[config.mk]
export PLATFORM = sky130hd
export DESIGN_NAME = lwt_top
export DESIGN_NICKNAME = d
export VERILOG_FILES = /design/src/rtl/lwt_pkg.sv /design/src/rtl/lwt_tick_gen.sv /design/src/rtl/lwt_pin_slot.sv /design/src/rtl/lwt_top.sv
export SDC_FILE = /design/constraint.sdc
export NUM_CORES = 1
export LEC_CHECK = 0
export BUFFER_PORTS_ARGS = -buffer_cell sky130_fd_sc_hd__buf_4
export CAP_MARGIN = 25
export CELL_PAD_IN_SITES_DETAIL_PLACEMENT = 1
export CELL_PAD_IN_SITES_GLOBAL_PLACEMENT = 1
export CORE_MARGIN = 2
export CORE_UTILIZATION = 45
export DETAILED_ROUTE_END_ITERATION = 6
export PLACE_DENSITY = 0.89
export SKIP_LAST_GASP = 1
export SLEW_MARGIN = 0
export SYNTH_ARGS = -nofsm -noshare
export SYNTH_HDL_FRONTEND = slang
export SYNTH_SLANG_ARGS = --single-unit
export TNS_END_PERCENT = 100
[constraint.sdc]
create_clock -name mclk_i -period 3.3 [get_ports mclk_i]
set_clock_uncertainty 0.2 [all_clocks]
set_input_delay 0.33 -clock mclk_i [delete_from_list [all_inputs] [get_ports mclk_i]]
set_output_delay 0.33 -clock mclk_i [all_outputs]
set_load 0.01 [all_outputs]
[src/rtl/lwt_pkg.sv]
package lwt_pkg;

  // Register byte addresses on the APB window.
  localparam logic [7:0] ADDR_CTRL = 8'h00;
  localparam logic [7:0] ADDR_PINSEL = 8'h04;
  localparam logic [7:0] ADDR_WKEN = 8'h08;
  localparam logic [7:0] ADDR_CAUSE = 8'h0C;
  localparam logic [7:0] ADDR_OPT = 8'h10;
  localparam logic [7:0] ADDR_COUNT = 8'h14;

  localparam logic [31:0] CTRL_RST = 32'h0000_0000;
  localparam logic [31:0] PINSEL_RST = 32'h0000_0000;
  localparam logic [31:0] WKEN_RST = 32'h0000_0000;
  localparam logic [31:0] CAUSE_RST = 32'h0000_0000;
  localparam logic OPT_DIV_RST = 1'b1;

  // Writable bits; everything else is reserved and reads zero.
  localparam logic [31:0] CTRL_WMASK = 32'hFFFF_FBFF;
  localparam logic [31:0] WKEN_WMASK = 32'hFFFF_0701;
  localparam logic [31:0] CAUSE_MASK = 32'h07FF_0000;

  // Wake cause bit positions, and the divide bit of the option register.
  localparam int CAUSE_RT = 26;
  localparam int CAUSE_PER = 25;
  localparam int CAUSE_ROV = 24;
  localparam int CAUSE_PIN_MSB = 23;
  localparam int OPT_DIV_BIT = 0;

  localparam logic [1:0] CLK_RC32K = 2'h0;
  localparam logic [1:0] CLK_XOSC32K = 2'h1;
  localparam logic [1:0] CLK_RC16M = 2'h2;

  localparam logic [1:0] DET_OFF = 2'h0;
  localparam logic [1:0] DET_RISE = 2'h1;
  localparam logic [1:0] DET_FALL = 2'h2;
  localparam logic [1:0] DET_ANY = 2'h3;

  // Terminal counts of the prescalers and of the millisecond phase.
  localparam logic [8:0] LAST_32K = 9'h01F;
  localparam logic [8:0] LAST_RC16 = 9'h1FF;
  localparam logic [9:0] MS_LAST = 10'h3E7;

  typedef struct packed {
    logic counter_enable;
    logic realtime_irq_enable;
    logic realtime_match_flag;
    logic rollover_flag;
    logic [11:0] realtime_compare_value;
    logic periodic_enable;
    logic periodic_irq_enable;
    logic periodic_match_flag;
    logic [1:0] lowpower_clock_select;
    logic reserved;
    logic [9:0] periodic_compare_value;
  } lwt_ctrl_t;

  typedef struct packed {
    logic [7:0][1:0] pin_slot_detect;
    logic [4:0] zero_hi;
    logic rollover_wake_enable;
    logic realtime_wake_enable;
    logic periodic_wake_enable;
    logic [6:0] zero_lo;
    logic wake_clock_choice;
  } lwt_wken_t;

  typedef struct packed {
    logic psel;
    logic penable;
    logic pwrite;
    logic [7:0] paddr;
    logic [31:0] pwdata;
    logic [3:0] pstrb;
  } lwt_apb_req_t;

endpackage : lwt_pkg

[src/rtl/lwt_tick_gen.sv]
`timescale 1ns/1ps
module lwt_tick_gen (
  input wire logic mclk_i,
  input wire logic rstn_i,
  input wire logic rc16_clk_i,
  input wire logic rc32k_clk_i,
  input wire logic xosc32k_clk_i,
  input wire logic [1:0] clock_select_i,
  input wire logic rc16_divide_i,
  output logic lp_edge_o,
  output logic ms_tick_o
);
  import lwt_pkg::*;

  // The 16 MHz source is close to half of mclk, so edges may alias away.
  logic [2:0] sync1;
  logic [2:0] sync2;
  logic [2:0] sync3;
  logic [2:0] rise;
  logic sel_edge;
  logic [8:0] pre;
  logic [8:0] last;
  logic bypass;

  always_ff @(posedge mclk_i) begin
    if (!rstn_i) begin
      sync1 <= 3'h0;
      sync2 <= 3'h0;
      sync3 <= 3'h0;
    end else begin
      sync1 <= {rc16_clk_i, xosc32k_clk_i, rc32k_clk_i};
      sync2 <= sync1;
      sync3 <= sync2;
    end
  end

  assign rise = sync2 & ~sync3;

  always_comb begin
    sel_edge = 1'b0;
    last = LAST_32K;
    bypass = 1'b0;
    unique case (clock_select_i)
      CLK_RC32K: sel_edge = rise[0];
      CLK_XOSC32K: sel_edge = rise[1];
      CLK_RC16M: begin
        sel_edge = rise[2];
        last = LAST_RC16;
        bypass = ~rc16_divide_i;
      end
      default: sel_edge = 1'b0;
    endcase
  end

  always_ff @(posedge mclk_i) begin
    if (!rstn_i) begin
      pre <= 9'h000;
      lp_edge_o <= 1'b0;
      ms_tick_o <= 1'b0;
    end else begin
      lp_edge_o <= sel_edge;
      ms_tick_o <= sel_edge & (bypass | (pre >= last));
      if (sel_edge) begin
        pre <= (pre >= last) ? 9'h000 : pre + 9'h001;
      end
    end
  end

endmodule : lwt_tick_gen

[src/rtl/lwt_pin_slot.sv]
`timescale 1ns/1ps
module lwt_pin_slot #(
  parameter int CAND = 8
) (
  input wire logic mclk_i,
  input wire logic rstn_i,
  input wire logic [CAND-1:0] cand_i,
  input wire logic [3:0] select_i,
  input wire logic [1:0] detect_i,
  input wire logic sample_i,
  output logic event_o
);
  import lwt_pkg::*;

  logic [CAND-1:0] sync1;
  logic [CAND-1:0] sync2;
  logic cur;
  logic prev;
  logic hit;

  always_ff @(posedge mclk_i) begin
    if (!rstn_i) begin
      sync1 <= '0;
      sync2 <= '0;
    end else begin
      sync1 <= cand_i;
      sync2 <= sync1;
    end
  end

  // Codes with the top bit set choose no pin.
  assign cur = select_i[3] ? 1'b0 : sync2[select_i[2:0]];

  always_comb begin
    hit = 1'b0;
    unique case (detect_i)
      DET_OFF: hit = 1'b0;
      DET_RISE: hit = cur & ~prev;
      DET_FALL: hit = ~cur & prev;
      DET_ANY: hit = cur ^ prev;
    endcase
  end

  // The pin is looked at only on the low-power clock edge.
  always_ff @(posedge mclk_i) begin
    if (!rstn_i) begin
      prev <= 1'b0;
      event_o <= 1'b0;
    end else begin
      event_o <= sample_i & hit & ~select_i[3];
      if (sample_i) begin
        prev <= cur;
      end
    end
  end

endmodule : lwt_pin_slot

[src/rtl/lwt_top.sv]
// What this block does
// - One shared 32-bit free-running counter is the time base of both timers.
// - Clock select code 10 picks 16 MHz RC, 00 32 kHz RC, 01 crystal.
// - With a 32 kHz source a fixed prescaler makes each count one millisecond.
// - The 16 MHz RC counts at full rate or through a divide-by-512 stage.
// - Real-time compare is 12 bits in seconds, one second to one hour.
// - Periodic compare is 10 bits in milliseconds, one millisecond to one second.
// - Compare values may be rewritten while running and take effect at once.
// - Match, rollover and periodic events set flags; interrupt enables gate requests.
// - Control bits: enable 0, irq enable 1, match 2, rollover 3, compare 4-15.
// - Periodic enable 16, irq enable 17, flag 18, clock select 19-20, compare low.
// - A timer event wakes only when its counter and its wake enable are set.
// - Pin edges are sampled on the selected low-power clock edge.
// - On wakeup the 16 MHz RC is requested as system clock.
// - Eight pin slots, each choosing one of its own eight pins from 64.
// - Four-bit select per slot, slot 0 at bits 28-31; top bit set is reserved.
// - All wake sources are off after reset; selection alone never wakes.
// - Enable bits 21, 22, 23 enable rollover, real-time and periodic wakeups.
// - Two-bit detect per slot: 00 off, 01 rising, 10 falling, 11 any edge.
// - Cause flags: bits 5-7 timer sources, bits 8-15 the eight pin slots.
//
// Decided for this implementation: the APB register port and the address map.
`timescale 1ns/1ps
module lwt_top #(
  parameter int SLOTS = 8
) (
  input wire logic mclk_i,
  input wire logic rstn_i,
  input wire lwt_pkg::lwt_apb_req_t apb_i,
  output logic [31:0] prdata_o,
  output logic pready_o,
  output logic pslverr_o,
  input wire logic rc16_clk_i,
  input wire logic rc32k_clk_i,
  input wire logic xosc32k_clk_i,
  input wire logic [8*SLOTS-1:0] pins_i,
  output logic realtime_irq_o,
  output logic periodic_irq_o,
  output logic wakeup_o,
  output logic rc16_request_o
);
  import lwt_pkg::*;

  lwt_ctrl_t ctrl;
  lwt_ctrl_t next_ctrl;
  lwt_wken_t wken;
  logic [31:0] pinsel;
  logic [31:0] cause;
  logic [31:0] next_cause;
  logic [31:0] cnt;
  logic opt_div;
  logic [9:0] ms_phase;
  logic [11:0] sec_count;
  logic [11:0] next_sec;
  logic [9:0] per_count;
  logic [9:0] next_per;
  logic lp_edge;
  logic ms_tick;
  logic [SLOTS-1:0] pin_evt;
  logic acc;
  logic wr;
  logic mapped;
  logic [31:0] wmask;
  logic [31:0] clr;
  logic [31:0] rdata;
  logic step;
  logic sec_tick;
  logic rov_evt;
  logic rt_evt;
  logic per_evt;

  function automatic logic [31:0] lane_mask(input logic [3:0] strb);
    logic [31:0] m;
    m = 32'h0000_0000;
    for (int i = 0; i < 4; i++) begin
      m[8*i +: 8] = {8{strb[i]}};
    end
    return m;
  endfunction : lane_mask

  function automatic logic [31:0] merge(input logic [31:0] old, input logic [31:0] wm,
                                        input logic [31:0] d);
    return (old & ~wm) | (d & wm);
  endfunction : merge

  lwt_tick_gen u_tick (
    .mclk_i(mclk_i),
    .rstn_i(rstn_i),
    .rc16_clk_i(rc16_clk_i),
    .rc32k_clk_i(rc32k_clk_i),
    .xosc32k_clk_i(xosc32k_clk_i),
    .clock_select_i(ctrl.lowpower_clock_select),
    .rc16_divide_i(opt_div),
    .lp_edge_o(lp_edge),
    .ms_tick_o(ms_tick)
  );

  for (genvar k = 0; k < SLOTS; k++) begin : g_slot
    lwt_pin_slot #(
      .CAND(8)
    ) u_slot (
      .mclk_i(mclk_i),
      .rstn_i(rstn_i),
      .cand_i(pins_i[8*k +: 8]),
      .select_i(pinsel[4*k +: 4]),
      .detect_i(wken.pin_slot_detect[k]),
      .sample_i(lp_edge),
      .event_o(pin_evt[k])
    );
  end

  // APB access decode; a write lands on the edge where pready is seen high.
  assign acc = apb_i.psel & apb_i.penable;
  assign wr = acc & apb_i.pwrite & pready_o & mapped;
  assign wmask = lane_mask(apb_i.pstrb);
  assign clr = apb_i.pwdata & wmask;

  always_comb begin
    mapped = 1'b1;
    rdata = 32'h0000_0000;
    unique case (apb_i.paddr)
      ADDR_CTRL: rdata = ctrl;
      ADDR_PINSEL: rdata = pinsel;
      ADDR_WKEN: rdata = wken;
      ADDR_CAUSE: rdata = cause;
      ADDR_OPT: rdata[OPT_DIV_BIT] = opt_div;
      ADDR_COUNT: rdata = cnt;
      default: mapped = 1'b0;
    endcase
  end

  always_ff @(posedge mclk_i) begin
    if (!rstn_i) begin
      pready_o <= 1'b0;
      pslverr_o <= 1'b0;
      prdata_o <= 32'h0000_0000;
    end else begin
      pready_o <= acc & ~pready_o;
      pslverr_o <= acc & ~pready_o & ~mapped;
      if (acc & ~pready_o & ~apb_i.pwrite) begin
        prdata_o <= rdata;
      end
    end
  end

  // Timer events, all derived from the one counter tick.
  assign step = ms_tick & (ctrl.counter_enable | ctrl.periodic_enable);
  assign rov_evt = step & ctrl.counter_enable & (cnt == 32'hFFFF_FFFF);
  assign sec_tick = step & ctrl.counter_enable & (ms_phase == MS_LAST);
  assign next_sec = sec_count + 12'h001;
  assign next_per = per_count + 10'h001;
  // Comparing with >= lets a value lowered below the count fire next tick.
  assign rt_evt = sec_tick & (next_sec >= ctrl.realtime_compare_value);
  assign per_evt = step & ctrl.periodic_enable
                   & (next_per >= ctrl.periodic_compare_value);

  always_ff @(posedge mclk_i) begin
    if (!rstn_i) begin
      cnt <= 32'h0000_0000;
    end else if (step) begin
      cnt <= cnt + 32'h0000_0001;
    end
  end

  always_ff @(posedge mclk_i) begin
    if (!rstn_i) begin
      ms_phase <= 10'h000;
      sec_count <= 12'h000;
    end else if (!ctrl.counter_enable) begin
      ms_phase <= 10'h000;
      sec_count <= 12'h000;
    end else if (step) begin
      ms_phase <= (ms_phase == MS_LAST) ? 10'h000 : ms_phase + 10'h001;
      if (sec_tick) begin
        sec_count <= rt_evt ? 12'h000 : next_sec;
      end
    end
  end

  always_ff @(posedge mclk_i) begin
    if (!rstn_i) begin
      per_count <= 10'h000;
    end else if (!ctrl.periodic_enable) begin
      per_count <= 10'h000;
    end else if (step) begin
      per_count <= per_evt ? 10'h000 : next_per;
    end
  end

  // Control register: plain fields merge, flags are write-one-to-clear.
  always_comb begin
    next_ctrl = ctrl;
    if (wr && apb_i.paddr == ADDR_CTRL) begin
      next_ctrl = lwt_ctrl_t'(merge(ctrl, wmask & CTRL_WMASK, apb_i.pwdata));
      next_ctrl.realtime_match_flag = ctrl.realtime_match_flag & ~clr[29];
      next_ctrl.rollover_flag = ctrl.rollover_flag & ~clr[28];
      next_ctrl.periodic_match_flag = ctrl.periodic_match_flag & ~clr[13];
    end
    // A new event wins over a clear in the same cycle.
    if (rt_evt) begin
      next_ctrl.realtime_match_flag = 1'b1;
    end
    if (rov_evt) begin
      next_ctrl.rollover_flag = 1'b1;
    end
    if (per_evt) begin
      next_ctrl.periodic_match_flag = 1'b1;
    end
  end

  always_ff @(posedge mclk_i) begin
    if (!rstn_i) begin
      ctrl <= lwt_ctrl_t'(CTRL_RST);
    end else begin
      ctrl <= next_ctrl;
    end
  end

  always_ff @(posedge mclk_i) begin
    if (!rstn_i) begin
      pinsel <= PINSEL_RST;
      opt_div <= OPT_DIV_RST;
    end else if (wr) begin
      if (apb_i.paddr == ADDR_PINSEL) begin
        pinsel <= merge(pinsel, wmask, apb_i.pwdata);
      end
      if (apb_i.paddr == ADDR_OPT && apb_i.pstrb[0]) begin
        opt_div <= apb_i.pwdata[OPT_DIV_BIT];
      end
    end
  end

  always_ff @(posedge mclk_i) begin
    if (!rstn_i) begin
      wken <= lwt_wken_t'(WKEN_RST);
    end else if (wr && apb_i.paddr == ADDR_WKEN) begin
      wken <= lwt_wken_t'(merge(wken, wmask & WKEN_WMASK, apb_i.pwdata));
    end
  end

  // Wake causes: timer events count only with their wake enable set.
  always_comb begin
    next_cause = cause;
    if (wr && apb_i.paddr == ADDR_CAUSE) begin
      next_cause = cause & ~(clr & CAUSE_MASK);
    end
    if (rt_evt && wken.realtime_wake_enable) begin
      next_cause[CAUSE_RT] = 1'b1;
    end
    if (per_evt && wken.periodic_wake_enable) begin
      next_cause[CAUSE_PER] = 1'b1;
    end
    if (rov_evt && wken.rollover_wake_enable) begin
      next_cause[CAUSE_ROV] = 1'b1;
    end
    for (int k = 0; k < SLOTS; k++) begin
      if (pin_evt[k]) begin
        next_cause[CAUSE_PIN_MSB - k] = 1'b1;
      end
    end
  end

  always_ff @(posedge mclk_i) begin
    if (!rstn_i) begin
      cause <= CAUSE_RST;
    end else begin
      cause <= next_cause;
    end
  end

  always_ff @(posedge mclk_i) begin
    if (!rstn_i) begin
      realtime_irq_o <= 1'b0;
      periodic_irq_o <= 1'b0;
      wakeup_o <= 1'b0;
      rc16_request_o <= 1'b0;
    end else begin
      realtime_irq_o <= ctrl.realtime_irq_enable
                        & (ctrl.realtime_match_flag | ctrl.rollover_flag);
      periodic_irq_o <= ctrl.periodic_irq_enable & ctrl.periodic_match_flag;
      wakeup_o <= |cause;
      // The 16 MHz RC stays requested while any wake cause is pending.
      rc16_request_o <= |cause;
    end
  end
endmodule : lwt_top

==> results.txt <==
tightest hold margin = 0.0269 ns
largest net degree at the start of global routing = 128
gpl congestion = 0.885
Total Routing Usage GR = 0.316
clk_lat worst skew = 0.54 ns
EDFF count, synth = 0
clk root buf = clkbuf_16
Initial Util = 0.456
WL/cell = 23.7 um
crit share post-route = 0.943
Relative slew margins = 0.364
die width = 185 um
core area = 0.0325 mm2
Pwr Total = 9490 uW
IO Count = 154
CTS clock-pin slew for the worst setup and hold paths = 0.06 ns
CTS Buf Count = 38
Commonest cells post-synth = 360 x dfxtp_1, 158 x nand2_1, 145 x and2_1
min Tclk post-route = 3.11 ns
Die ar. = 0.0343 mm2
RSZ-0062 raised after global routing = yes
VDD IR max = 0.000385 V
Nets = 1983
Synth area leader = dfxtp_1
Power Dens Cells = 508 mW/mm2
fillers = 3589
vias in the first global route = 14500
synth unique cells = 73
Initial DRC Count = 1300
Netlist Area Pre-Place = 0.0148 mm2
Critical Path Most Common Cell = a21oi_1
post-DP HPWL = 32500 um
Max Slew Vio Count = 0
final wirelength = 54300 um
first-pass GRT wire length = 83300 um
outcome = finished, final reports clean
yosys warns = 0
Mean Syn Cell Area = 9.35 um2
Routed Antenna Nets = 0
DR DRC count = 0
Hold WC Path Type = input port to flop
Area Overhead vs Synth = 26.2%
clk sink count = 360
most common cell in the netlist = dfxtp_1
Yosys reg bits = 360
Post-synth ARST share = 0
Synth Flop Type = dfxtp_1
worst slew pin tran = 0.947 ns
register area share after synthesis = 0.487
via count = 13400
layout cell share with drive strength beyond 1 = 0.173
total grt overflow = 0
Mapped Cells = 1582
register area = 0.00721 mm2
WS Path Type = flop to flop
H-tree lvl count = 2
Rows = 66
final instance area = 0.0187 mm2
vias per cell = 5.87
top-area cell type share of the netlist area = 0.487
Req. time, crit path = 3.51 ns
critical-path maximum fanout = 6
syn_nets = 1745
Static Leakage = 0.00730 uW
Die Y = 185 um
slowest CP cell = dfxtp_1
fmax = 321 MHz
Placed Area = 0.0163 mm2
I/O Buffers = 153
# Max-Cap Violations = 0
Min-Delay Path Depth = 3
slowest stage delay, CP = 0.41 ns
DR pass1 iterations = 6
CP Capture Type = flop
maximum clock path buffer count = 3
CP startpoint kind = flop
Worst EP arrival = 3.33 ns
worst path cell trace = and3_1, nand4_1, and2_1, or2_2, ha_1, a21oi_1, o21ai_0, a21oi_1, a211oi_2, a31o_1
FF-to-FF path depth = 10
final core utilization = 0.575
endpoints failing hold = 0
area occupied by multi-input gates = 0.00701 mm2
Synth area leaders = dfxtp_1 49%, and2_1 6.1%, nand2_1 4.0%, ha_1 4.0%, o21ai_0 3.3%
initial antenna violation count = 1
# setup viols final = 0
CTS tree = built
r2r setup slk = 0.19 ns
worst paths after layout:
| path | end | start |
|---|---|---|
| min | pslverr_o | apb_i[40] |
| max | ctrl[29] | sec_count[0] |
| max reg2reg | ctrl[29] | sec_count[0] |
| min reg2reg | g_slot[3].u_slot.sync2[6] | g_slot[3].u_slot.sync1[6] |
through the flow:
| step | setup slack [ns] | instances | setup TNS [ns] |
|---|---|---|---|
| after floorplan | 0.674 | 1582 | 0 |
| after global placement | 0.272 | 2115 | 0 |
| after detailed placement | 0.0278 | 2115 | 0 |
| after CTS | 0.0873 | 2288 | 0 |
| after global routing | -0.0616 | 2288 | -0.0616 |
| final | 0.187 | 2289 | 0 |
placed cells by master (no fill, tap or decap), types with 8 or more instances in the layout:
master | synthesis | final
a221oi_1 | 11 | 11
mux4_2 | 16 | 16
nand2_1 | 158 | 158
xor2_1 | 35 | 35
nand4_1 | 22 | 22
a222oi_1 | 12 | 12
clkinv_2 | 0 | 10
clkbuf_16 | 0 | 39
inv_1 | 60 | 59
ha_1 | 47 | 47
a31o_2 | 21 | 21
o21ai_0 | 97 | 95
a22oi_1 | 26 | 26
and3_1 | 24 | 24
and2_1 | 145 | 145
a32o_1 | 8 | 8
a21oi_1 | 72 | 72
dfxtp_1 | 360 | 360
o31ai_1 | 9 | 9
nor3_1 | 10 | 9
or2_2 | 8 | 8
nand3_1 | 80 | 80
mux2_2 | 11 | 11
xnor2_1 | 17 | 17
a31oi_1 | 11 | 11
dlygate4sd3_1 | 0 | 107
or3_1 | 9 | 9
mux2i_1 | 15 | 15
buf_4 | 6 | 173
nor4_1 | 13 | 13
nor2_1 | 108 | 107
logic make-up (layout without fill, tap and decap cells):
group | after synthesis | in the layout | share of synthesized area
AOI/OAI and AO/OA | 318 | 318 | 0.140
xor gates and xnor gates | 52 | 52 | 0.0308
adders and majority gates | 47 | 47 | 0.0398
buffers and inverters | 144 | 408 | 0.0398
DFF | 360 | 360 | 0.487
muxes | 42 | 42 | 0.0429
other | 0 | 1 | 0
and+or+nand+nor | 619 | 619 | 0.219
layout make-up:
class                   count  area share
diodes                      1    0.000134
clock buffers              51      0.0584
clock inverters            15     0.00959
inverters                  60      0.0121
multi-input cells        1078       0.375
flip-flops and latches    360       0.386
well taps                 442      0.0296
repair buffers            282       0.129
where the power goes:
group	switching, uW	internal, uW	leakage [uW]
registers	41.1	4430	0.00293
logic	263	264	0.00373
clock network	1850	2630	0.000637
timing repair:
action | 4_1_cts | 5_1_grt
buffers inserted | 0 | 0
cloned | 0 | 0
hold buffers | 107 | 0
endpoints found under the setup margin | 6 | 18
gates resized for setup | 1 | 4
hold endpoints to repair | 149 | 0
critical path: cells and delay by family, from the launching register on:
| family | cells | cell delay, ns |
|---|---|---|
| AND/OR/NAND/NOR | 4 | 0.98 |
| flip-flops | 1 | 0.41 |
| adder cells (fa/ha/maj) | 1 | 0.32 |
| AO/OA/AOI/OAI | 5 | 1.09 |
metal layers:
metal,vias up,routed length (um),GRT usage
li1,6016,-,-
met5,-,0,0
met3,197,3430,0.0511
met1,6595,20600,0.363
met4,0,3210,0.182
met2,621,27100,0.557
No activity file was read; power rests on OpenSTA's default activity.
